[src/seq_pkg.sv]
// constants, field layouts and carrier types for the instruction sequencer
// assumes a single 25 MHz clock and a plain strobe register port
package seq_pkg;

    localparam int          CLK_MHZ       = 25;
    // register offsets (plain port, word index)
    localparam logic [3:0]  OFS_CONFIG    = 4'h0;
    localparam logic [3:0]  OFS_TIMER     = 4'h1;
    localparam logic [3:0]  OFS_STATUS    = 4'h2;
    localparam logic [3:0]  OFS_RESULT    = 4'h3;
    localparam logic [3:0]  OFS_INSTR     = 4'h8;   // 0x8..0xF: instruction words
    // configuration bit positions
    localparam int          CFG_START     = 0;
    localparam int          CFG_RESET     = 1;
    localparam int          CFG_SHORT_A   = 2;
    localparam int          CFG_FULL_CAL  = 3;
    localparam int          CFG_SHORT_B   = 6;
    // instruction word and status bit positions
    localparam int          INS_PAUSE     = 0;
    localparam int          INS_LOOP      = 1;
    localparam int          INS_LOW_RES   = 8;
    localparam int          INS_TIMER_EN  = 9;
    localparam int          INS_COMPARE   = 11;
    localparam int          INS_DLY_LSB   = 12;
    localparam int          STAT_IP_LSB   = 8;
    // cycle counts per state
    localparam int          CYC_FETCH     = 1;
    localparam int          CYC_CHECK     = 1;
    localparam int          CYC_CAL_SHORT = 76;
    localparam int          CYC_CAL_FULL  = 4944;
    localparam int          TMR_SCALE     = 32;
    localparam int          TMR_EXTRA     = 2;
    localparam int          ACQ_FULL_BASE = 9;
    localparam int          ACQ_LOW_BASE  = 2;
    localparam int          CYC_CMP       = 5;
    localparam int          CYC_LIM2      = 1;
    localparam int          CYC_CONV_FULL = 44;
    localparam int          CYC_CONV_LOW  = 21;
    // reduced-resolution filler in the low nibble
    localparam logic [3:0]  LOW_RES_FILL  = 4'hE;
    localparam logic [15:0] CONFIG_RST    = 16'h0000;
    localparam logic [15:0] TIMER_RST     = 16'h0000;

    // sequencer states, gray coded along fetch..conversion
    typedef enum logic [2:0] {
        ST_FETCH = 3'h0,
        ST_CHECK = 3'h1,
        ST_CAL   = 3'h3,
        ST_TIMER = 3'h2,
        ST_ACQ   = 3'h6,
        ST_CMP   = 3'h7,
        ST_LIM2  = 3'h5,
        ST_CONV  = 3'h4
    } seq_state_t;

    // register port request
    typedef struct packed {
        logic        wr;
        logic        rd;
        logic [3:0]  addr;
        logic [15:0] wdata;
    } reg_req_t;

endpackage : seq_pkg

[src/adc_instruction_sequencer.sv]
// instruction sequencer: pointer, state walk with per-state cycle counts, result coding
// assumes host strobes synchronous to clk; analog results arrive as signed codes
//
// Added by the designer: the address-and-strobe port and the register addresses.
`timescale 1ns/1ps
`default_nettype none

// Behaviour
// pointer is 3 bits; cleared on reset or when a looping instruction ends.
// loop flag is bit 1 of each instruction's first word.
// pointer increments at instruction end, up to 111, unless loop.
// without loop flags all eight entries run cyclically, wrapping.
// software sets loop on last programmed instruction when using fewer.
// status bits 8 to 10 show pointer at any time.
// fetch reads the first instruction word in one cycle.
// check state tests calibration and start; rests there when stopped.
// with start set, check state lasts one cycle.
// short calibration, config bit 2 or 6, lasts 76 cycles.
// full calibration, config bit 3, lasts 4944 cycles.
// timer state waits 32T plus 2 cycles.
// full-resolution acquisition waits 9 plus 2D cycles.
// low-resolution or compare acquisition waits 2 plus 2D cycles.
// first comparison state lasts 5 cycles.
// second limit read state lasts one cycle.
// conversion 44 or 21 cycles; second comparison 5 cycles.
// full-resolution code clamps to -4096..4095.
// reduced-resolution code clamps to -256..255.
// timer state only when instruction bit 9 set.
// halt before a paused instruction; stop on cleared start or reset flag.
// result 13 bits, sign bit 12; low nibble 1110 at reduced resolution.
// state order fetch,1,2,3,7,6,4,5 then fetch with advanced pointer; the code's state codes run fetch,1,3,2,6,7,5,4.
// skip calibration if none; skip compare states unless compare instruction.
module adc_instruction_sequencer
    import seq_pkg::*;
#(
    parameter int CAL_FULL_CYCLES = CYC_CAL_FULL
) (
    input  wire logic              clk,
    input  wire logic              reset,
    input  wire seq_pkg::reg_req_t req,
    input  wire logic signed [15:0] conv_code,
    output logic [15:0]            rdata,
    output logic [2:0]             state_out,
    output logic                   convert_done
);
    import seq_pkg::*;

    localparam int CW = 21;

    logic [15:0] instr_mem_q [8];
    logic [15:0] config_q;
    logic [15:0] timer_q;
    logic [15:0] instr_q;
    logic [2:0]  ip_q;
    logic [CW-1:0] cnt_q;
    logic [12:0] result_q;
    logic        cal_pend_q;
    logic        paused_q;
    seq_state_t  state_q;
    seq_state_t  state_d;
    logic [CW-1:0] load_d;

    // saturating two's-complement coding of the converter code
    function automatic logic [12:0] code_result(input logic signed [15:0] c,
                                                input logic low);
        logic signed [15:0] v;
        v = c;
        if (low) begin
            if (v > 16'sd255) v = 16'sd255;
            if (v < -16'sd256) v = -16'sd256;
            code_result = {v[8:0], LOW_RES_FILL};
        end else begin
            if (v > 16'sd4095) v = 16'sd4095;
            if (v < -16'sd4096) v = -16'sd4096;
            code_result = v[12:0];
        end
    endfunction : code_result

    // cycles spent in each state, loaded on entry
    function automatic logic [CW-1:0] state_len(input seq_state_t s,
                                                input logic [15:0] ins,
                                                input logic [15:0] cfg,
                                                input logic [15:0] tmr);
        logic [CW-1:0] d;
        d = CW'(ins[INS_DLY_LSB +: 4]);
        case (s)
            ST_CAL:   state_len = cfg[CFG_FULL_CAL] ? CW'(CAL_FULL_CYCLES)
                                                    : CW'(CYC_CAL_SHORT);
            ST_TIMER: state_len = CW'(TMR_SCALE) * CW'(tmr) + CW'(TMR_EXTRA);
            ST_ACQ:   state_len = (ins[INS_LOW_RES] || ins[INS_COMPARE])
                                  ? CW'(ACQ_LOW_BASE) + (d << 1)
                                  : CW'(ACQ_FULL_BASE) + (d << 1);
            ST_CMP:   state_len = CW'(CYC_CMP);
            ST_LIM2:  state_len = CW'(CYC_LIM2);
            ST_CONV:  state_len = ins[INS_COMPARE] ? CW'(CYC_CMP)
                                : ins[INS_LOW_RES] ? CW'(CYC_CONV_LOW)
                                : CW'(CYC_CONV_FULL);
            default:  state_len = CW'(1);
        endcase
    endfunction : state_len

    wire logic cal_req  = config_q[CFG_SHORT_A] | config_q[CFG_SHORT_B]
                        | config_q[CFG_FULL_CAL];
    wire logic run_ok   = config_q[CFG_START] & ~config_q[CFG_RESET];
    wire logic last_cyc = (cnt_q == CW'(1));

    // next state: fixed walk with bypasses
    always_comb begin
        state_d = state_q;
        case (state_q)
            ST_FETCH: state_d = ST_CHECK;
            ST_CHECK: begin
                if (run_ok && !(instr_q[INS_PAUSE] && !paused_q)) begin
                    if (cal_pend_q)                state_d = ST_CAL;
                    else if (instr_q[INS_TIMER_EN]) state_d = ST_TIMER;
                    else                           state_d = ST_ACQ;
                end
            end
            ST_CAL:   if (last_cyc) state_d = instr_q[INS_TIMER_EN] ? ST_TIMER : ST_ACQ;
            ST_TIMER: if (last_cyc) state_d = ST_ACQ;
            ST_ACQ:   if (last_cyc) state_d = instr_q[INS_COMPARE] ? ST_CMP : ST_CONV;
            ST_CMP:   if (last_cyc) state_d = ST_LIM2;
            ST_LIM2:  if (last_cyc) state_d = ST_CONV;
            ST_CONV:  if (last_cyc) state_d = ST_FETCH;
            default:  state_d = ST_FETCH;
        endcase
        load_d = state_len(state_d, instr_q, config_q, timer_q);
    end

    // state register and cycle counter
    always_ff @(posedge clk or posedge reset) begin
        if (reset) begin
            state_q <= ST_FETCH;
            cnt_q   <= CW'(1);
        end else if (config_q[CFG_RESET]) begin
            state_q <= ST_FETCH;
            cnt_q   <= CW'(1);
        end else if (state_d != state_q) begin
            state_q <= state_d;
            cnt_q   <= load_d;
        end else if (cnt_q != CW'(1)) begin
            cnt_q   <= cnt_q - CW'(1);
        end
    end

    // fetch latches the current word in its single cycle
    always_ff @(posedge clk or posedge reset) begin
        if (reset) instr_q <= 16'h0000;
        else if (state_q == ST_FETCH) instr_q <= instr_mem_q[ip_q];
    end

    // pause: halt once before the instruction, resume after start is rewritten
    always_ff @(posedge clk or posedge reset) begin
        if (reset) paused_q <= 1'b0;
        else if (state_q == ST_FETCH) paused_q <= 1'b0;
        else if (req.wr && req.addr == OFS_CONFIG && req.wdata[CFG_START]
                 && state_q == ST_CHECK) paused_q <= 1'b1;
    end

    // instruction pointer
    always_ff @(posedge clk or posedge reset) begin
        if (reset) begin
            ip_q <= 3'h0;
        end else if (config_q[CFG_RESET]) begin
            ip_q <= 3'h0;
        end else if (state_q == ST_CONV && last_cyc) begin
            if (instr_q[INS_LOOP]) ip_q <= 3'h0;
            else                   ip_q <= ip_q + 3'h1;
        end
    end

    // calibration request: set by write, consumed on entering calibration
    always_ff @(posedge clk or posedge reset) begin
        if (reset) cal_pend_q <= 1'b0;
        else if (req.wr && req.addr == OFS_CONFIG)
            cal_pend_q <= req.wdata[CFG_SHORT_A] | req.wdata[CFG_SHORT_B]
                        | req.wdata[CFG_FULL_CAL];
        else if (state_q == ST_CAL) cal_pend_q <= 1'b0;
    end

    // config and timer registers; calibration bits self-clear when done
    always_ff @(posedge clk or posedge reset) begin
        if (reset) begin
            config_q <= CONFIG_RST;
            timer_q  <= TIMER_RST;
        end else begin
            if (req.wr && req.addr == OFS_CONFIG) config_q <= req.wdata;
            else begin
                if (config_q[CFG_RESET]) config_q[CFG_RESET] <= 1'b0;
                if (state_q == ST_CAL && last_cyc && cal_req) begin
                    config_q[CFG_SHORT_A]  <= 1'b0;
                    config_q[CFG_SHORT_B]  <= 1'b0;
                    config_q[CFG_FULL_CAL] <= 1'b0;
                end
            end
            if (req.wr && req.addr == OFS_TIMER) timer_q <= req.wdata;
        end
    end

    // instruction memory, one flip-flop word per entry
    for (genvar i = 0; i < 8; i++) begin : g_mem
        always_ff @(posedge clk or posedge reset) begin
            if (reset) instr_mem_q[i] <= 16'h0000;
            else if (req.wr && req.addr == (OFS_INSTR | 4'(i))) instr_mem_q[i] <= req.wdata;
        end
    end

    // result capture at the end of a conversion
    always_ff @(posedge clk or posedge reset) begin
        if (reset) begin
            result_q     <= 13'h0000;
            convert_done <= 1'b0;
        end else begin
            convert_done <= 1'b0;
            if (state_q == ST_CONV && last_cyc && !instr_q[INS_COMPARE]) begin
                result_q     <= code_result(conv_code, instr_q[INS_LOW_RES]);
                convert_done <= 1'b1;
            end
        end
    end

    // read port: data one cycle after the strobe, zero otherwise
    always_ff @(posedge clk or posedge reset) begin
        if (reset) rdata <= 16'h0000;
        else if (req.rd) begin
            case (req.addr)
                OFS_CONFIG: rdata <= config_q;
                OFS_TIMER:  rdata <= timer_q;
                OFS_STATUS: rdata <= {5'h00, ip_q, 5'h00, state_q};
                OFS_RESULT: rdata <= {{3{result_q[12]}}, result_q};
                default:    rdata <= req.addr[3] ? instr_mem_q[req.addr[2:0]] : 16'h0000;
            endcase
        end else rdata <= 16'h0000;
    end

    // mirrors state_q, soft reset too, so the pin never hides the fetch after it
    always_ff @(posedge clk or posedge reset) begin
        if (reset) state_out <= ST_FETCH;
        else if (config_q[CFG_RESET]) state_out <= ST_FETCH;
        else state_out <= state_d;
    end

    // checks
    fetch_one_a: assert property (@(posedge clk) disable iff (reset)
        state_q == ST_FETCH && !config_q[CFG_RESET] |=> state_q == ST_CHECK)
        else $error("fetch not one cycle");
    ip_loop_a: assert property (@(posedge clk) disable iff (reset)
        state_q == ST_CONV && last_cyc && instr_q[INS_LOOP] && !config_q[CFG_RESET]
        |=> ip_q == 3'h0) else $error("loop did not clear pointer");
    ip_inc_a: assert property (@(posedge clk) disable iff (reset)
        state_q == ST_CONV && last_cyc && !instr_q[INS_LOOP] && !config_q[CFG_RESET]
        |=> ip_q == $past(ip_q) + 3'h1) else $error("pointer not advanced");
    ip_hold_a: assert property (@(posedge clk) disable iff (reset)
        state_q != ST_CONV && !config_q[CFG_RESET] |=> $stable(ip_q))
        else $error("pointer moved mid instruction");
    cmp_len_a: assert property (@(posedge clk) disable iff (reset)
        $rose(state_q == ST_CMP) |-> (state_q == ST_CMP)[*5] ##1 state_q == ST_LIM2)
        else $error("compare state length wrong");
    lim2_len_a: assert property (@(posedge clk) disable iff (reset)
        state_q == ST_LIM2 && !config_q[CFG_RESET] |=> state_q == ST_CONV)
        else $error("limit read not one cycle");
    timer_gate_a: assert property (@(posedge clk) disable iff (reset)
        $rose(state_q == ST_TIMER) |-> instr_q[INS_TIMER_EN])
        else $error("timer without enable");
    stop_a: assert property (@(posedge clk) disable iff (reset)
        state_q == ST_CHECK && !config_q[CFG_START] |=> state_q != ST_CAL
        && state_q != ST_TIMER && state_q != ST_ACQ)
        else $error("left rest state while stopped");
    low_fill_a: assert property (@(posedge clk) disable iff (reset)
        convert_done && instr_q[INS_LOW_RES] |-> result_q[3:0] == LOW_RES_FILL)
        else $error("low nibble filler wrong");
    short_cal_a: assert property (@(posedge clk) disable iff (reset)
        $rose(state_q == ST_CAL) && !config_q[CFG_FULL_CAL] |-> cnt_q == 21'd76)
        else $error("short calibration length wrong");

endmodule : adc_instruction_sequencer

`default_nettype wire

[config.mk]
export PLATFORM = sky130hd
export DESIGN_NAME = adc_instruction_sequencer
export DESIGN_NICKNAME = d
export VERILOG_FILES = /design/src/seq_pkg.sv /design/src/adc_instruction_sequencer.sv
export SDC_FILE = /design/constraint.sdc
export NUM_CORES = 1
export LEC_CHECK = 0
export BUFFER_PORTS_ARGS = -buffer_cell sky130_fd_sc_hd__buf_2
export CAP_MARGIN = 20
export CORE_ASPECT_RATIO = 0.75
export CORE_UTILIZATION = 66
export DETAILED_ROUTE_END_ITERATION = 8
export PLACE_DENSITY_LB_ADDON = 0.1
export SETUP_SLACK_MARGIN = 0.05
export SYNTH_ARGS = -nofsm -noshare
export SYNTH_HDL_FRONTEND = slang
export SYNTH_SLANG_ARGS = --single-unit
[constraint.sdc]
create_clock -name clk -period 13.35 [get_ports clk]
set_input_delay 2.67 -clock clk [delete_from_list [all_inputs] [get_ports clk]]
set_output_delay 2.67 -clock clk [all_outputs]
set_load 0.05 [all_outputs]
After elaboration in Yosys (flattened, before gate mapping)
Index checks and enable logic that the tools add are counted.
Storage, ports and cells
  output and inout bits: 20
  register bits: 238
  input port bits: 40
Cells by class
  $lt $le $gt $ge: 6
  eq/ne operators: 26
  reductions and logical operators: 30
  mux-type cells: 52
  $add $sub $neg: 5
  bitwise gates (word level): 8
Operators by type and width (number)
  $mux 16: 12
  $pmux 21 s5: 1
  $bmux 16 s3: 2
  $pmux 16 s4: 1
  $mux 21: 3
  $mux 3: 16
  $mux 13: 3
  $eq 4x4->1 const B: 8
  $pmux 3 s8: 1
  $add 21x2->21 const B: 1
  $eq 21x1->1 const B: 1
  $eq 3x3->1 const B: 7
  $ne 21x1->1 const B: 1
  $sub 21x1->21 const B: 1
  $logic_and 1x1->1: 18
  $mux 6: 3
  $gt 16x13->1 const B: 1
  $gt 16x9->1 const B: 1
  $lt 16x13->1 const B: 1
  $lt 16x9->1 const B: 1
  $eq 3x2->1 const B: 4
  $reduce_bool 2->1: 5
  $mux 9: 1
  $eq 4x2->1 const B: 2
  other kinds (18): 32

Depth between registers and ports, before layout
Gate-level depths: netlist (run 1).
  word-level depth: 10
  gate-level depth with buffers: 11

Worst setup path after synthesis (run 1)
OpenSTA, ideal clock, no wires.
  path type: input -> register
  start point: input port req[16] (netlist bit)
  end point: register instr_mem_q[113] (netlist bit)
  slack: 8.803 ns
  library setup time: 0.125 ns
  data required time: 13.225 ns
  buffers on the path: 4
  arrival time: 4.422 ns
  stages on the path: 6
  cell sequence: buf_2 > buf_2 > buf_2 > nor3_1 > buf_2 > mux2_2
Between the ends
  cells in the longest elaborated chain, start to end: 2
RTL lines
  from (decl): line adc_instruction_sequencer.sv:40  | input wire seq_pkg::reg_req_t req,
  $eq 4x4->1: line adc_instruction_sequencer.sv:204  | else if (req.wr && req.addr == (OFS_INSTR | 4'(i))) instr_mem_q[i] <= req.wdata;
  $logic_and 1x1->1: line adc_instruction_sequencer.sv:204
  to (signal, indexed assignment): line adc_instruction_sequencer.sv:204
  to (decl): line adc_instruction_sequencer.sv:50  | logic [15:0] instr_mem_q [8];
No other way between the ends.
A chain may end at the register's enable or synchronous reset.

Worst setup path after layout (run 1)
  start point: input port req[16] (netlist bit)
  end point: register timer_q[6]
Between the ends
  cells in the longest elaborated chain, start to end: 2
RTL lines
  $eq 4x1->1: line adc_instruction_sequencer.sv:196  | if (req.wr && req.addr == OFS_TIMER) timer_q <= req.wdata;
  $logic_and 1x1->1: line adc_instruction_sequencer.sv:196
  to (signal assigned): line adc_instruction_sequencer.sv:196
  to (decl): line adc_instruction_sequencer.sv:52  | logic [15:0] timer_q;
No other way between the ends.

==> results.txt, run 1 <==
----------------------------------------------------
[Timing]
  Timing-limited maximum frequency ... 193 MHz
  Min cycle time layout ... 5.17 ns
  Worst clock skew ... 0.00721 ns
  Final cycle utilization of the critical path ... 38.7%
  Worst Tran Pin Value ... 1.06 ns
  Max_slew headroom ... 29.0%
  Max Transition Viols Final ... 0
  Sum of negative setup slack ... 0 ns
  Setup repair after global routing missed its margin ... false
  Fin Hold WS ... 0.478 ns
  Setup violators final ... 0
  Hold Vio Cnt, Final ... 0

[Route]
  Drt total wl ... 29200 um
  Via count normalized by instance count ... 6.65
  Overall via count from detail_route ... 8316
  Post-detailed-route wirelength per cell ... 23.3 um
  Number of detailed-route iterations in the first pass ... 5
  Detail Route Antenna Nets ... 0
  Number of violations reported at the end of detailed-routing iteration 0 ... 839
  DR DRC count ... 0

[Outcome]
  Status ... complete, no violations

[Logic synthesis]
  Xor/xnor cell area share of the yosys netlist ... 1.41%
  Mapped Avg Cell Area ... 12.0 um^2
  Area of the mapped netlist ... 0.0118 mm^2
  Count of unique library cells instantiated by Yosys ... 67
  Post-synthesis net count ... 1027
  Share of synthesized registers carrying an async set or reset ... 100%
  Ranking of synthesized cells by area ... dfrtp_1, mux2_2, mux4_2
  Predominant post-synthesis flop cell ... dfrtp_1
  Number of register bits inferred by synthesis ... 231
  Post-synthesis share of cell area spent on and, or, nand and nor gates ... 10.2%
  Number of enable-type register cells in the synthesized netlist ... 0
  Post-synthesis compound-gate area fraction ... 9.60%
  Warnings from Yosys ... 0
  Part of the Yosys area used for sequential elements ... 48.9%
  Adder-cell share of the synthesized area ... 0.530%
  Mux share of post-synthesis cell area ... 26.0%
  Area share of the leading cell type in the synthesized netlist ... 48.7%
  Cell type with the highest aggregate area in the netlist ... dfrtp_1
  Number of instances in the synthesized netlist ... 982
  Dominant combinational cell family by area after synthesis ... multiplexers

[Clock tree]
  Clock tree from TritonCTS ... yes
  Number of clock buffers inserted by TritonCTS ... 23
  Clock Pin Slew Worst Setup and Hold Paths ... 0.06 ns
  Root Buffer ... clkbuf_16
  Clock latency of the later-clocked register in the worst-skew pair ... 0.51 ns
  H-tree level count ... 1
  Hold buffer count at CTS ... 0
  Number of gates given a new drive strength after cts ... 0
  Deepest clock path buffer count ... 3
  Number of sinks handled by clock tree synthesis ... 231
  Setup Fix Bufs, Post-CTS ... 0

[Floorplan]
  Effective utilization at floorplan ... 68.7%
  Number of core rows ... 41
  Die outline width ... 156 um
  CORE AREA ... 0.0172 mm^2
  Die area ... 0.0184 mm^2
  Total I/O pin count ... 60
  Height of the die ... 118 um

[Global route]
  Overall track demand over capacity in global routing ... 33.4%
  Number of global-route vias before repair ... 8175
  Global route total overflow ... 0
  Pin count of the biggest net entering global routing ... 84
  Global-route wire length before repair ... 46600 um
  Antenna violations before repair ... 0

[Place]
  Number of port buffers ... 59
  Placer Congestion ... 0.883
  DP HPWL ... 19600 um

[Setup path]
  Register-to-Register Setup Slack ... 10.28 ns
  Data required, critical path ... 13.74 ns
  Arrival @ worst endpoint ... 5.56 ns
  Logic depth of the worst register-to-register path ... 7
  Worst Setup Path Type ... in -> reg
  Origin of the critical flop-to-flop path ... cnt_q[14]$_DFFE_PP0P_
  Endpoint kind of the worst setup timing path ... flip-flop
  End of the worst register-to-register path ... cnt_q[12]$_DFFE_PP0P_
  Biggest fanout along the worst timing path ... 27
  Type of origin of the critical path ... input port

[Worst hold path]
  Worst hold stages ... 2
  Worst Hold Endpoint ... config_q[12]$_DFFE_PP0P_
  Worst min-delay path category ... reg -> reg
  Min-Delay Startpoint ... config_q[12]$_DFFE_PP0P_

[Pwr]
  Standby leakage power ... 5.52 nW
  Total power density per cell area ... 177 mW/mm^2
  Maximum vdd drop ... 0.123 mV

[Cells and area]
  Fraction of final layout cells sized beyond drive strength 1 ... 33.6%
  Net total in the final layout ... 1047
  Area delta synth->final ... 9.17%

[Job]
  Number of max-cap violations ... 0

----------------------------------------------------
-- cells by family after synthesis --
logic type,count (synthesis)
buffers and inverters,93
XOR/XNOR,19
AND/OR/NAND/NOR,249
AO/OA/AOI/OAI,160
multiplexers,225
flip-flops,231
adder cells (fa/ha/maj),5
-- state kept, by name (all words and copies together), names as in the netlist, 3 cells and up --
signal,flops
rdata,16
instr_mem_q,128
result_q,13
config_q,16
state_out,3
cnt_q,21
instr_q,9
ip_q,3
state_q,3
timer_q,16
-- placed cells by master (no fill, tap or decap), types with 8 or more instances in the layout --
| cell | netlist | final |
|---|---|---|
| dfrtp_1 | 230 | 230 |
| xnor2_1 | 9 | 9 |
| xor2_1 | 10 | 10 |
| o21ai_0 | 30 | 30 |
| nand3_1 | 11 | 11 |
| mux4_2 | 50 | 50 |
| nand2_1 | 81 | 81 |
| o21a_1 | 12 | 12 |
| mux2_2 | 153 | 153 |
| a31oi_1 | 13 | 13 |
| mux2i_1 | 22 | 22 |
| nor2_1 | 76 | 76 |
| nand4_1 | 18 | 18 |
| clkbuf_16 | 0 | 23 |
| o221ai_1 | 8 | 8 |
| a22oi_1 | 13 | 13 |
| buf_4 | 2 | 14 |
| nor2b_1 | 12 | 12 |
| a21oi_2 | 10 | 10 |
| buf_2 | 17 | 59 |
| a21oi_1 | 30 | 30 |
| inv_1 | 15 | 14 |
-- worst max-delay path, stage by stage --
cell     delay (ns)
buf_2          0.59
buf_4          0.59
nor2b_1        0.45
nand3_1        0.69
mux2_2         0.52
-- report_power, final --
group / internal [W] / switching [W] / total (W)
Combinational: 0.000297 / 0.000353 / 0.000650
Sequential: 0.000865 / 0.000150 / 0.00101
Clock: 0.000355 / 0.000262 / 0.000618
-- synth_stat cells, drive strengths merged (4+ instances only) --
library cell  number
o32ai              4
nand3             12
inv               15
mux2             153
nor2              77
a211oi             4
xnor2              9
a31oi             14
a22oi             13
o31ai              4
nand4             19
o221ai             8
ha                 5
xor2              10
a21oi             40
clkbuf            54
mux4              50
dfrtp            230
nor3              12
o21ai             31
and2               6
or4                5
nand2             81
o21a              12
nor2b             12
nand2b             5
and3               4
mux2i             22
buf               24
a221oi             7
nor4               7
-- per-stage QoR --
stage	power (W)	utilization (%)	instances	cell area, um^2	worst slack [ns]
final	0.00228	75.0	1251	12900	8.18
after global routing	0.00239	75.0	1250	12900	7.93
after CTS	0.00228	75.0	1250	12900	8.18
after detailed placement	0.00166	71.0	1213	12200	7.66
after global placement	0.00163	71.0	1213	12200	7.80
after floorplan	0.00150	-	982	11800	4.35
-- routing by layer --
metal | share of wire (%) | up-vias | wire length, um | global-route usage (%)
li1 | - | 3648 | - | -
met1 | 45 | 4260 | 13100 | 51.9
met2 | 43 | 362 | 12600 | 47.0
met3 | 9.5 | 46 | 2780 | 7.84
met4 | 2.6 | 0 | 754 | 9.38
met5 | 0 | - | 0 | 0
-- area by class of cell --
cell class	count	area (um^2)
clock buffers	32	649
diodes	1	2.50
multi-input cells	658	5650
repair buffers	73	400
inverters	15	63.8
fillers	1114	4290
well taps	236	295
clock inverters	5	50.0
flip-flops and latches	231	5780
-- worst max-delay path by stage --
stage                     startpoint                      end  slack [ns]
after global placement       req[16]  timer_q[12]$_DFFE_PP0P_        7.80
after CTS                    req[16]   timer_q[9]$_DFFE_PP0P_        8.18
final                        req[16]   timer_q[6]$_DFFE_PP0P_        8.18
after detailed placement     req[16]   timer_q[9]$_DFFE_PP0P_        7.66
after floorplan                reset   cal_pend_q$_DFFE_PP0P_        4.35
after global routing         req[16]  timer_q[10]$_DFFE_PP0P_        7.93
(Power assumes the default switching activity.)
==> run 2, diff against run 1 <==
--- a/config.mk
+++ b/config.mk
@@ -8,7 +8,7 @@
 export BUFFER_PORTS_ARGS = -buffer_cell sky130_fd_sc_hd__buf_2
 export CAP_MARGIN = 20
 export CORE_ASPECT_RATIO = 0.75
-export CORE_UTILIZATION = 66
+export CORE_UTILIZATION = 56
 export DETAILED_ROUTE_END_ITERATION = 8
 export PLACE_DENSITY_LB_ADDON = 0.1
 export SETUP_SLACK_MARGIN = 0.05
==> constraint.sdc (replaced) <==
create_clock -name clk -period 4.15 [get_ports clk]
set_input_delay 0.83 -clock clk [delete_from_list [all_inputs] [get_ports clk]]
set_output_delay 0.83 -clock clk [all_outputs]
set_load 0.05 [all_outputs]
==> run 2 against run 1 <==
Critical path depth increased by 2. Clock skew is 0.0027 ns higher. Clock-buffer cell count grew 2. Power grew to 3.3 times the previous value. Cell count is 5.0% higher. Worst setup slack got worse by 7.1 ns. Clock power increased to 3.5 times the previous value. Die area rose by 18%. Register-to-register slack got worse by 9.3 ns. Final area up 2.3%. Global-route usage shrank 4.0 points. Routed wire length grew 4.1%.
==> results.txt, run 2 (synthesis results as in run 1) <==
----------------------------------------------------
[Setup path]
  Arrival @ worst endpoint ... 3.53 ns
  Type of origin of the critical path ... flip-flop
  Logic depth of the worst register-to-register path ... 7
  Origin of the critical flop-to-flop path ... cnt_q[10]$_DFFE_PP0P_
  Data required, critical path ... 4.56 ns
  Endpoint kind of the worst setup timing path ... flip-flop
  Biggest fanout along the worst timing path ... 15
  End of the worst register-to-register path ... cnt_q[12]$_DFFE_PP0P_
  Worst Setup Path Type ... reg -> reg
  Register-to-Register Setup Slack ... 1.03 ns

[Clock tree]
  Clock tree from TritonCTS ... yes
  Number of sinks handled by clock tree synthesis ... 231
  Hold buffer count at CTS ... 0
  Deepest clock path buffer count ... 3
  H-tree level count ... 1
  Number of gates given a new drive strength after cts ... 0
  Clock Pin Slew Worst Setup and Hold Paths ... 0.06 ns
  Root Buffer ... clkbuf_16
  Number of clock buffers inserted by TritonCTS ... 24
  Setup Fix Bufs, Post-CTS ... 0
  Clock latency of the later-clocked register in the worst-skew pair ... 0.52 ns

[Route]
  DR DRC count ... 0
  Detail Route Antenna Nets ... 0
  Post-detailed-route wirelength per cell ... 23.1 um
  Number of detailed-route iterations in the first pass ... 5
  Number of violations reported at the end of detailed-routing iteration 0 ... 697
  Via count normalized by instance count ... 6.31
  Overall via count from detail_route ... 8288
  Drt total wl ... 30300 um

[Timing]
  Min cycle time layout ... 3.12 ns
  Worst Tran Pin Value ... 0.993 ns
  Worst clock skew ... 0.00993 ns
  Final cycle utilization of the critical path ... 75.2%
  Sum of negative setup slack ... 0 ns
  Setup repair after global routing missed its margin ... false
  Hold Vio Cnt, Final ... 0
  Timing-limited maximum frequency ... 320 MHz
  Max Transition Viols Final ... 0
  Max_slew headroom ... 33.8%
  Setup violators final ... 0

[Cells and area]
  Register containing the most flip-flops in the final layout ... instr_mem_q
  Layout Utilization ... 64.5%
  Leading cell type in the layout, fill and taps excluded ... dfrtp_1
  Net total in the final layout ... 1060
  Registers with the most flip-flops ... instr_mem_q x128, cnt_q x21
  Fraction of final layout cells sized beyond drive strength 1 ... 34.7%
  Area delta synth->final ... 11.7%
  Number of flip-flops under the largest register name ... 128
  Highest-count cells in the layout ignoring fill and taps ... dfrtp_1, mux2_2, nand2_1

[Worst hold path]
  Worst min-delay path category ... in -> async

[Place]
  DP HPWL ... 20600 um
  Placer Congestion ... 0.838
  Number of port buffers ... 59

[Job]
  Number of max-cap violations ... 0

[Floorplan]
  Number of core rows ... 45
  Die area ... 0.0217 mm^2
  CORE AREA ... 0.0204 mm^2
  Height of the die ... 128 um
  Total I/O pin count ... 60
  Die outline width ... 170 um
  Effective utilization at floorplan ... 57.8%

[Global route]
  Pin count of the biggest net entering global routing ... 95
  Global-route wire length before repair ... 48000 um
  Antenna violations before repair ... 1
  Overall track demand over capacity in global routing ... 29.3%
  Global route total overflow ... 0
  Number of global-route vias before repair ... 8198

[Outcome]
  Status ... complete, no violations

[Pwr]
  Standby leakage power ... 5.64 nW
  Maximum vdd drop ... 0.401 mV
  Final Power ... 0.00755 W
  Total power density per cell area ... 572 mW/mm^2

----------------------------------------------------
==> run 2: where the power goes <==
part / internal [W] / switching, W
Sequential: 0.00278 / 0.000492
Combinational: 0.000971 / 0.00112
Clock: 0.00130 / 0.000892
==> run 2: critical path, stage by stage, from the launching register on <==
cell,delay [ns]
dfrtp_1,0.45
nor4_2,0.62
nand2_1,0.26
o31a_1,0.39
o31ai_2,0.56
buf_4,0.32
nand2_1,0.11
o32ai_1,0.29
==> run 2: stage by stage <==
| step | setup slack, ns | instance area, um^2 | std cells | hold slack [ns] |
|---|---|---|---|---|
| after detailed placement | 0.974 | 12400 | 1269 | 0.464 |
| after CTS | 1.14 | 13200 | 1310 | 0.456 |
| after global placement | 1.04 | 12400 | 1269 | 0.457 |
| after global routing | 0.899 | 13200 | 1312 | 0.499 |
| final | 1.03 | 13200 | 1313 | 0.445 |
| after floorplan | 0.299 | 11800 | 982 | 0.445 |
==> run 2: how the worst max path moves through the flow <==
stage | start | to | cells past startpoint
finish | cnt_q[10]$_DFFE_PP0P_ | cnt_q[12]$_DFFE_PP0P_ | 7
detailed placement | req[19] | config_q[2]$_DFFE_PP0P_ | 5
global route | cnt_q[10]$_DFFE_PP0P_ | cnt_q[9]$_DFFE_PP0P_ | 7
CTS | cnt_q[14]$_DFFE_PP0P_ | cnt_q[12]$_DFFE_PP0P_ | 7
floorplan | reset | cal_pend_q$_DFFE_PP0P_ | 1
global placement | req[19] | cal_pend_q$_DFFE_PP0P_ | 5
==> run 2: layout make-up <==
| type | instances | area (um^2) |
|---|---|---|
| clock inverters | 7 | 91.3 |
| inverters | 15 | 60.1 |
| fillers | 1616 | 7250 |
| diodes | 1 | 2.50 |
| flip-flops and latches | 231 | 5780 |
| repair buffers | 85 | 552 |
| well taps | 282 | 353 |
| clock buffers | 34 | 699 |
| multi-input cells | 658 | 5650 |
==> run 2: per-layer routing <==
layer / part of all wire, % / global-route usage [%] / up-vias
met5: 0 / 0 / -
met4: 2.1 / 7.26 / 0
met3: 8.5 / 6.88 / 42
met2: 41 / 40.5 / 322
met1: 48 / 46.3 / 4225
li1: - / - / 3699
==> run 3, diff against run 2 <==
--- a/config.mk
+++ b/config.mk
@@ -8,7 +8,7 @@
 export BUFFER_PORTS_ARGS = -buffer_cell sky130_fd_sc_hd__buf_2
 export CAP_MARGIN = 20
 export CORE_ASPECT_RATIO = 0.75
-export CORE_UTILIZATION = 56
+export CORE_UTILIZATION = 62
 export DETAILED_ROUTE_END_ITERATION = 8
 export PLACE_DENSITY_LB_ADDON = 0.1
 export SETUP_SLACK_MARGIN = 0.05
==> constraint.sdc (replaced) <==
create_clock -name clk -period 3.1 [get_ports clk]
set_input_delay 0.62 -clock clk [delete_from_list [all_inputs] [get_ports clk]]
set_output_delay 0.62 -clock clk [all_outputs]
set_load 0.05 [all_outputs]
==> run 3 against run 2 <==
Cell count shrank 0.91%. Sequential power grew 33%. Final area grew 0.90%. First-iteration DRC count grew 26%. Register-to-register slack lost 0.72 ns. Worst hold slack lost 0.31 ns. Worst setup slack lost 0.72 ns. Flip-flop and latch count is the same. Combinational power grew 37%. Via count grew 0.66%.
==> results.txt, run 3 (synthesis results as in run 1) <==
----------------------------------------------------
[Timing]
  Worst Tran Pin Value ... 0.863 ns
  Final cycle utilization of the critical path ... 90.1%
  Fin Hold WS ... 0.138 ns
  Setup repair after global routing missed its margin ... false
  Setup violators final ... 0
  Timing-limited maximum frequency ... 358 MHz
  Max_slew headroom ... 42.5%
  Hold Vio Cnt, Final ... 0
  Worst clock skew ... 0.0159 ns
  Min cycle time layout ... 2.79 ns
  Max Transition Viols Final ... 0

[Place]
  Placed instance count ... 1257
  DP HPWL ... 20500 um
  Placer Congestion ... 0.909
  Number of port buffers ... 59

[Cells and area]
  Leading cell type in the layout, fill and taps excluded ... dfrtp_1
  Register containing the most flip-flops in the final layout ... instr_mem_q
  Number of standard cells in the layout, taps in and fillers out ... 1301
  Net total in the final layout ... 1081
  Highest-count cells in the layout ignoring fill and taps ... dfrtp_1, mux2_2, nand2_1
  # diodes ... 0
  Layout Utilization ... 71.7%
  Area delta synth->final ... 12.7%
  Fraction of final layout cells sized beyond drive strength 1 ... 36.0%
  Number of flip-flops under the largest register name ... 128
  Filler cell count ... 1313
  Registers with the most flip-flops ... instr_mem_q x128, cnt_q x21

[Setup path]
  Buffer and inverter count on the worst path ... 0
  Biggest fanout along the worst timing path ... 15
  Arrival @ worst endpoint ... 3.20 ns
  Slowest-stage cell, CP ... dfstp_2
  Worst Setup Path Type ... reg -> reg
  Data required, critical path ... 3.51 ns
  Category of cells accounting for the largest share of critical-path delay ... simple AND/OR/NAND/NOR gates
  Chain of cells forming the critical path ... ha_1, nor4b_2, and2_1, a31o_2, and3_1, o2111ai_1, a311oi_2
  Type of origin of the critical path ... flip-flop
  Worst path max stage delay ... 0.57 ns
  Endpoint kind of the worst setup timing path ... flip-flop

[Global route]
  Pin count of the biggest net entering global routing ... 87
  M3 GR Usage ... 5.79%
  Global-route wire length before repair ... 47100 um
  Grt peak-use layer ... met1
  Number of global-route vias before repair ... 8170
  Met2 GRT Util ... 47.1%
  Overall track demand over capacity in global routing ... 31.8%
  Antenna violations before repair ... 0
  Global route total overflow ... 0
  Met1 track demand over resource ... 49.1%

[Route]
  Detail Route Antenna Nets ... 0
  Post-detailed-route wirelength per cell ... 22.9 um
  Drt total wl ... 29800 um
  Overall via count from detail_route ... 8343
  Number of detailed-route iterations in the first pass ... 5
  Via count normalized by instance count ... 6.41
  DR DRC count ... 0
  Number of violations reported at the end of detailed-routing iteration 0 ... 880

[Pwr]
  Final Power ... 0.0101 W
  Total power density per cell area ... 760 mW/mm^2
  Standby leakage power ... 5.75 nW
  Maximum vdd drop ... 0.469 mV

[Clock tree]
  Hold buffer count at CTS ... 0
  Number of sinks handled by clock tree synthesis ... 231
  Deepest clock path buffer count ... 3
  Root Buffer ... clkbuf_16
  Clock Pin Slew Worst Setup and Hold Paths ... 0.07 ns
  Clock tree from TritonCTS ... yes
  Setup Fix Bufs, Post-CTS ... 0
  Number of gates given a new drive strength after cts ... 0
  Clock latency of the later-clocked register in the worst-skew pair ... 0.52 ns
  H-tree level count ... 1
  Number of clock buffers inserted by TritonCTS ... 24

[Job]
  Number of max-cap violations ... 0

[Floorplan]
  Effective utilization at floorplan ... 63.6%
  Die area ... 0.0196 mm^2
  Total I/O pin count ... 60
  Height of the die ... 122 um
  Die outline width ... 161 um
  CORE AREA ... 0.0186 mm^2
  Number of core rows ... 43

[Outcome]
  Status ... complete, no violations

[Worst hold path]
  Worst min-delay path category ... in -> async

----------------------------------------------------
run 3: cell types whose count changed in the layout (fill, tap and decap cells not counted), sizes merged:
| cell | delta |
|---|---|
| clkinvlp | +1 |
| clkbuf | +5 |
| buf | +21 |
| diode | -1 |
| bufinv | -1 |
| clkinv | -2 |
run 3: per-stage QoR:
step | TNS, ns | setup WS (ns) | cell area, um^2
after floorplan | -124.46 | -0.541 | 11800
after global placement | 0 | 0.437 | 12500
after detailed placement | 0 | 0.398 | 12500
after CTS | 0 | 0.330 | 13300
after global routing | 0 | 0.0958 | 13300
final | 0 | 0.308 | 13300
run 3: power by group:
| group | total [W] | leakage [nW] | switching [W] | internal [W] |
|---|---|---|---|---|
| Combinational | 0.00286 | 2.48 | 0.00151 | 0.00135 |
| Clock | 0.00290 | 0.387 | 0.00119 | 0.00171 |
| Sequential | 0.00436 | 2.88 | 0.000641 | 0.00372 |
run 3: path summary, 6_finish.rpt:
path	start	end	slack, ns	cells after the start
hold reg to reg	config_q[11]$_DFFE_PP0P_	config_q[11]$_DFFE_PP0P_	0.48	2
max in group asynchronous	reset	instr_mem_q[63]$_DFFE_PP0P_	2.13	3
setup reg to reg	cnt_q[0]$_DFFE_PP1P_	cnt_q[3]$_DFFE_PP0P_	0.31	7
setup / recovery	cnt_q[0]$_DFFE_PP1P_	cnt_q[3]$_DFFE_PP0P_	0.31	7
hold / removal	reset	timer_q[3]$_DFFE_PP0P_	0.14	2
min in group clk	conv_code[15]	result_q[12]$_DFFE_PP0P_	0.42	2
run 3: area by class of cell:
type	count	area, um^2	share of cell area, %
clock buffers	39	738	5.55
inverters	15	60.1	0.451
repair buffers	106	711	5.34
clock inverters	5	56.3	0.423
multi-input cells	658	5660	42.5
flip-flops and latches	231	5780	43.4
well taps	247	309	2.32
run 3: layer usage:
layer,vias to the layer above,part of all wire [%],wire [um]
met5,-,0,0
met4,0,2.0,586
met3,40,7.6,2260
met2,288,43,13000
met1,4288,47,14000
li1,3727,-,-
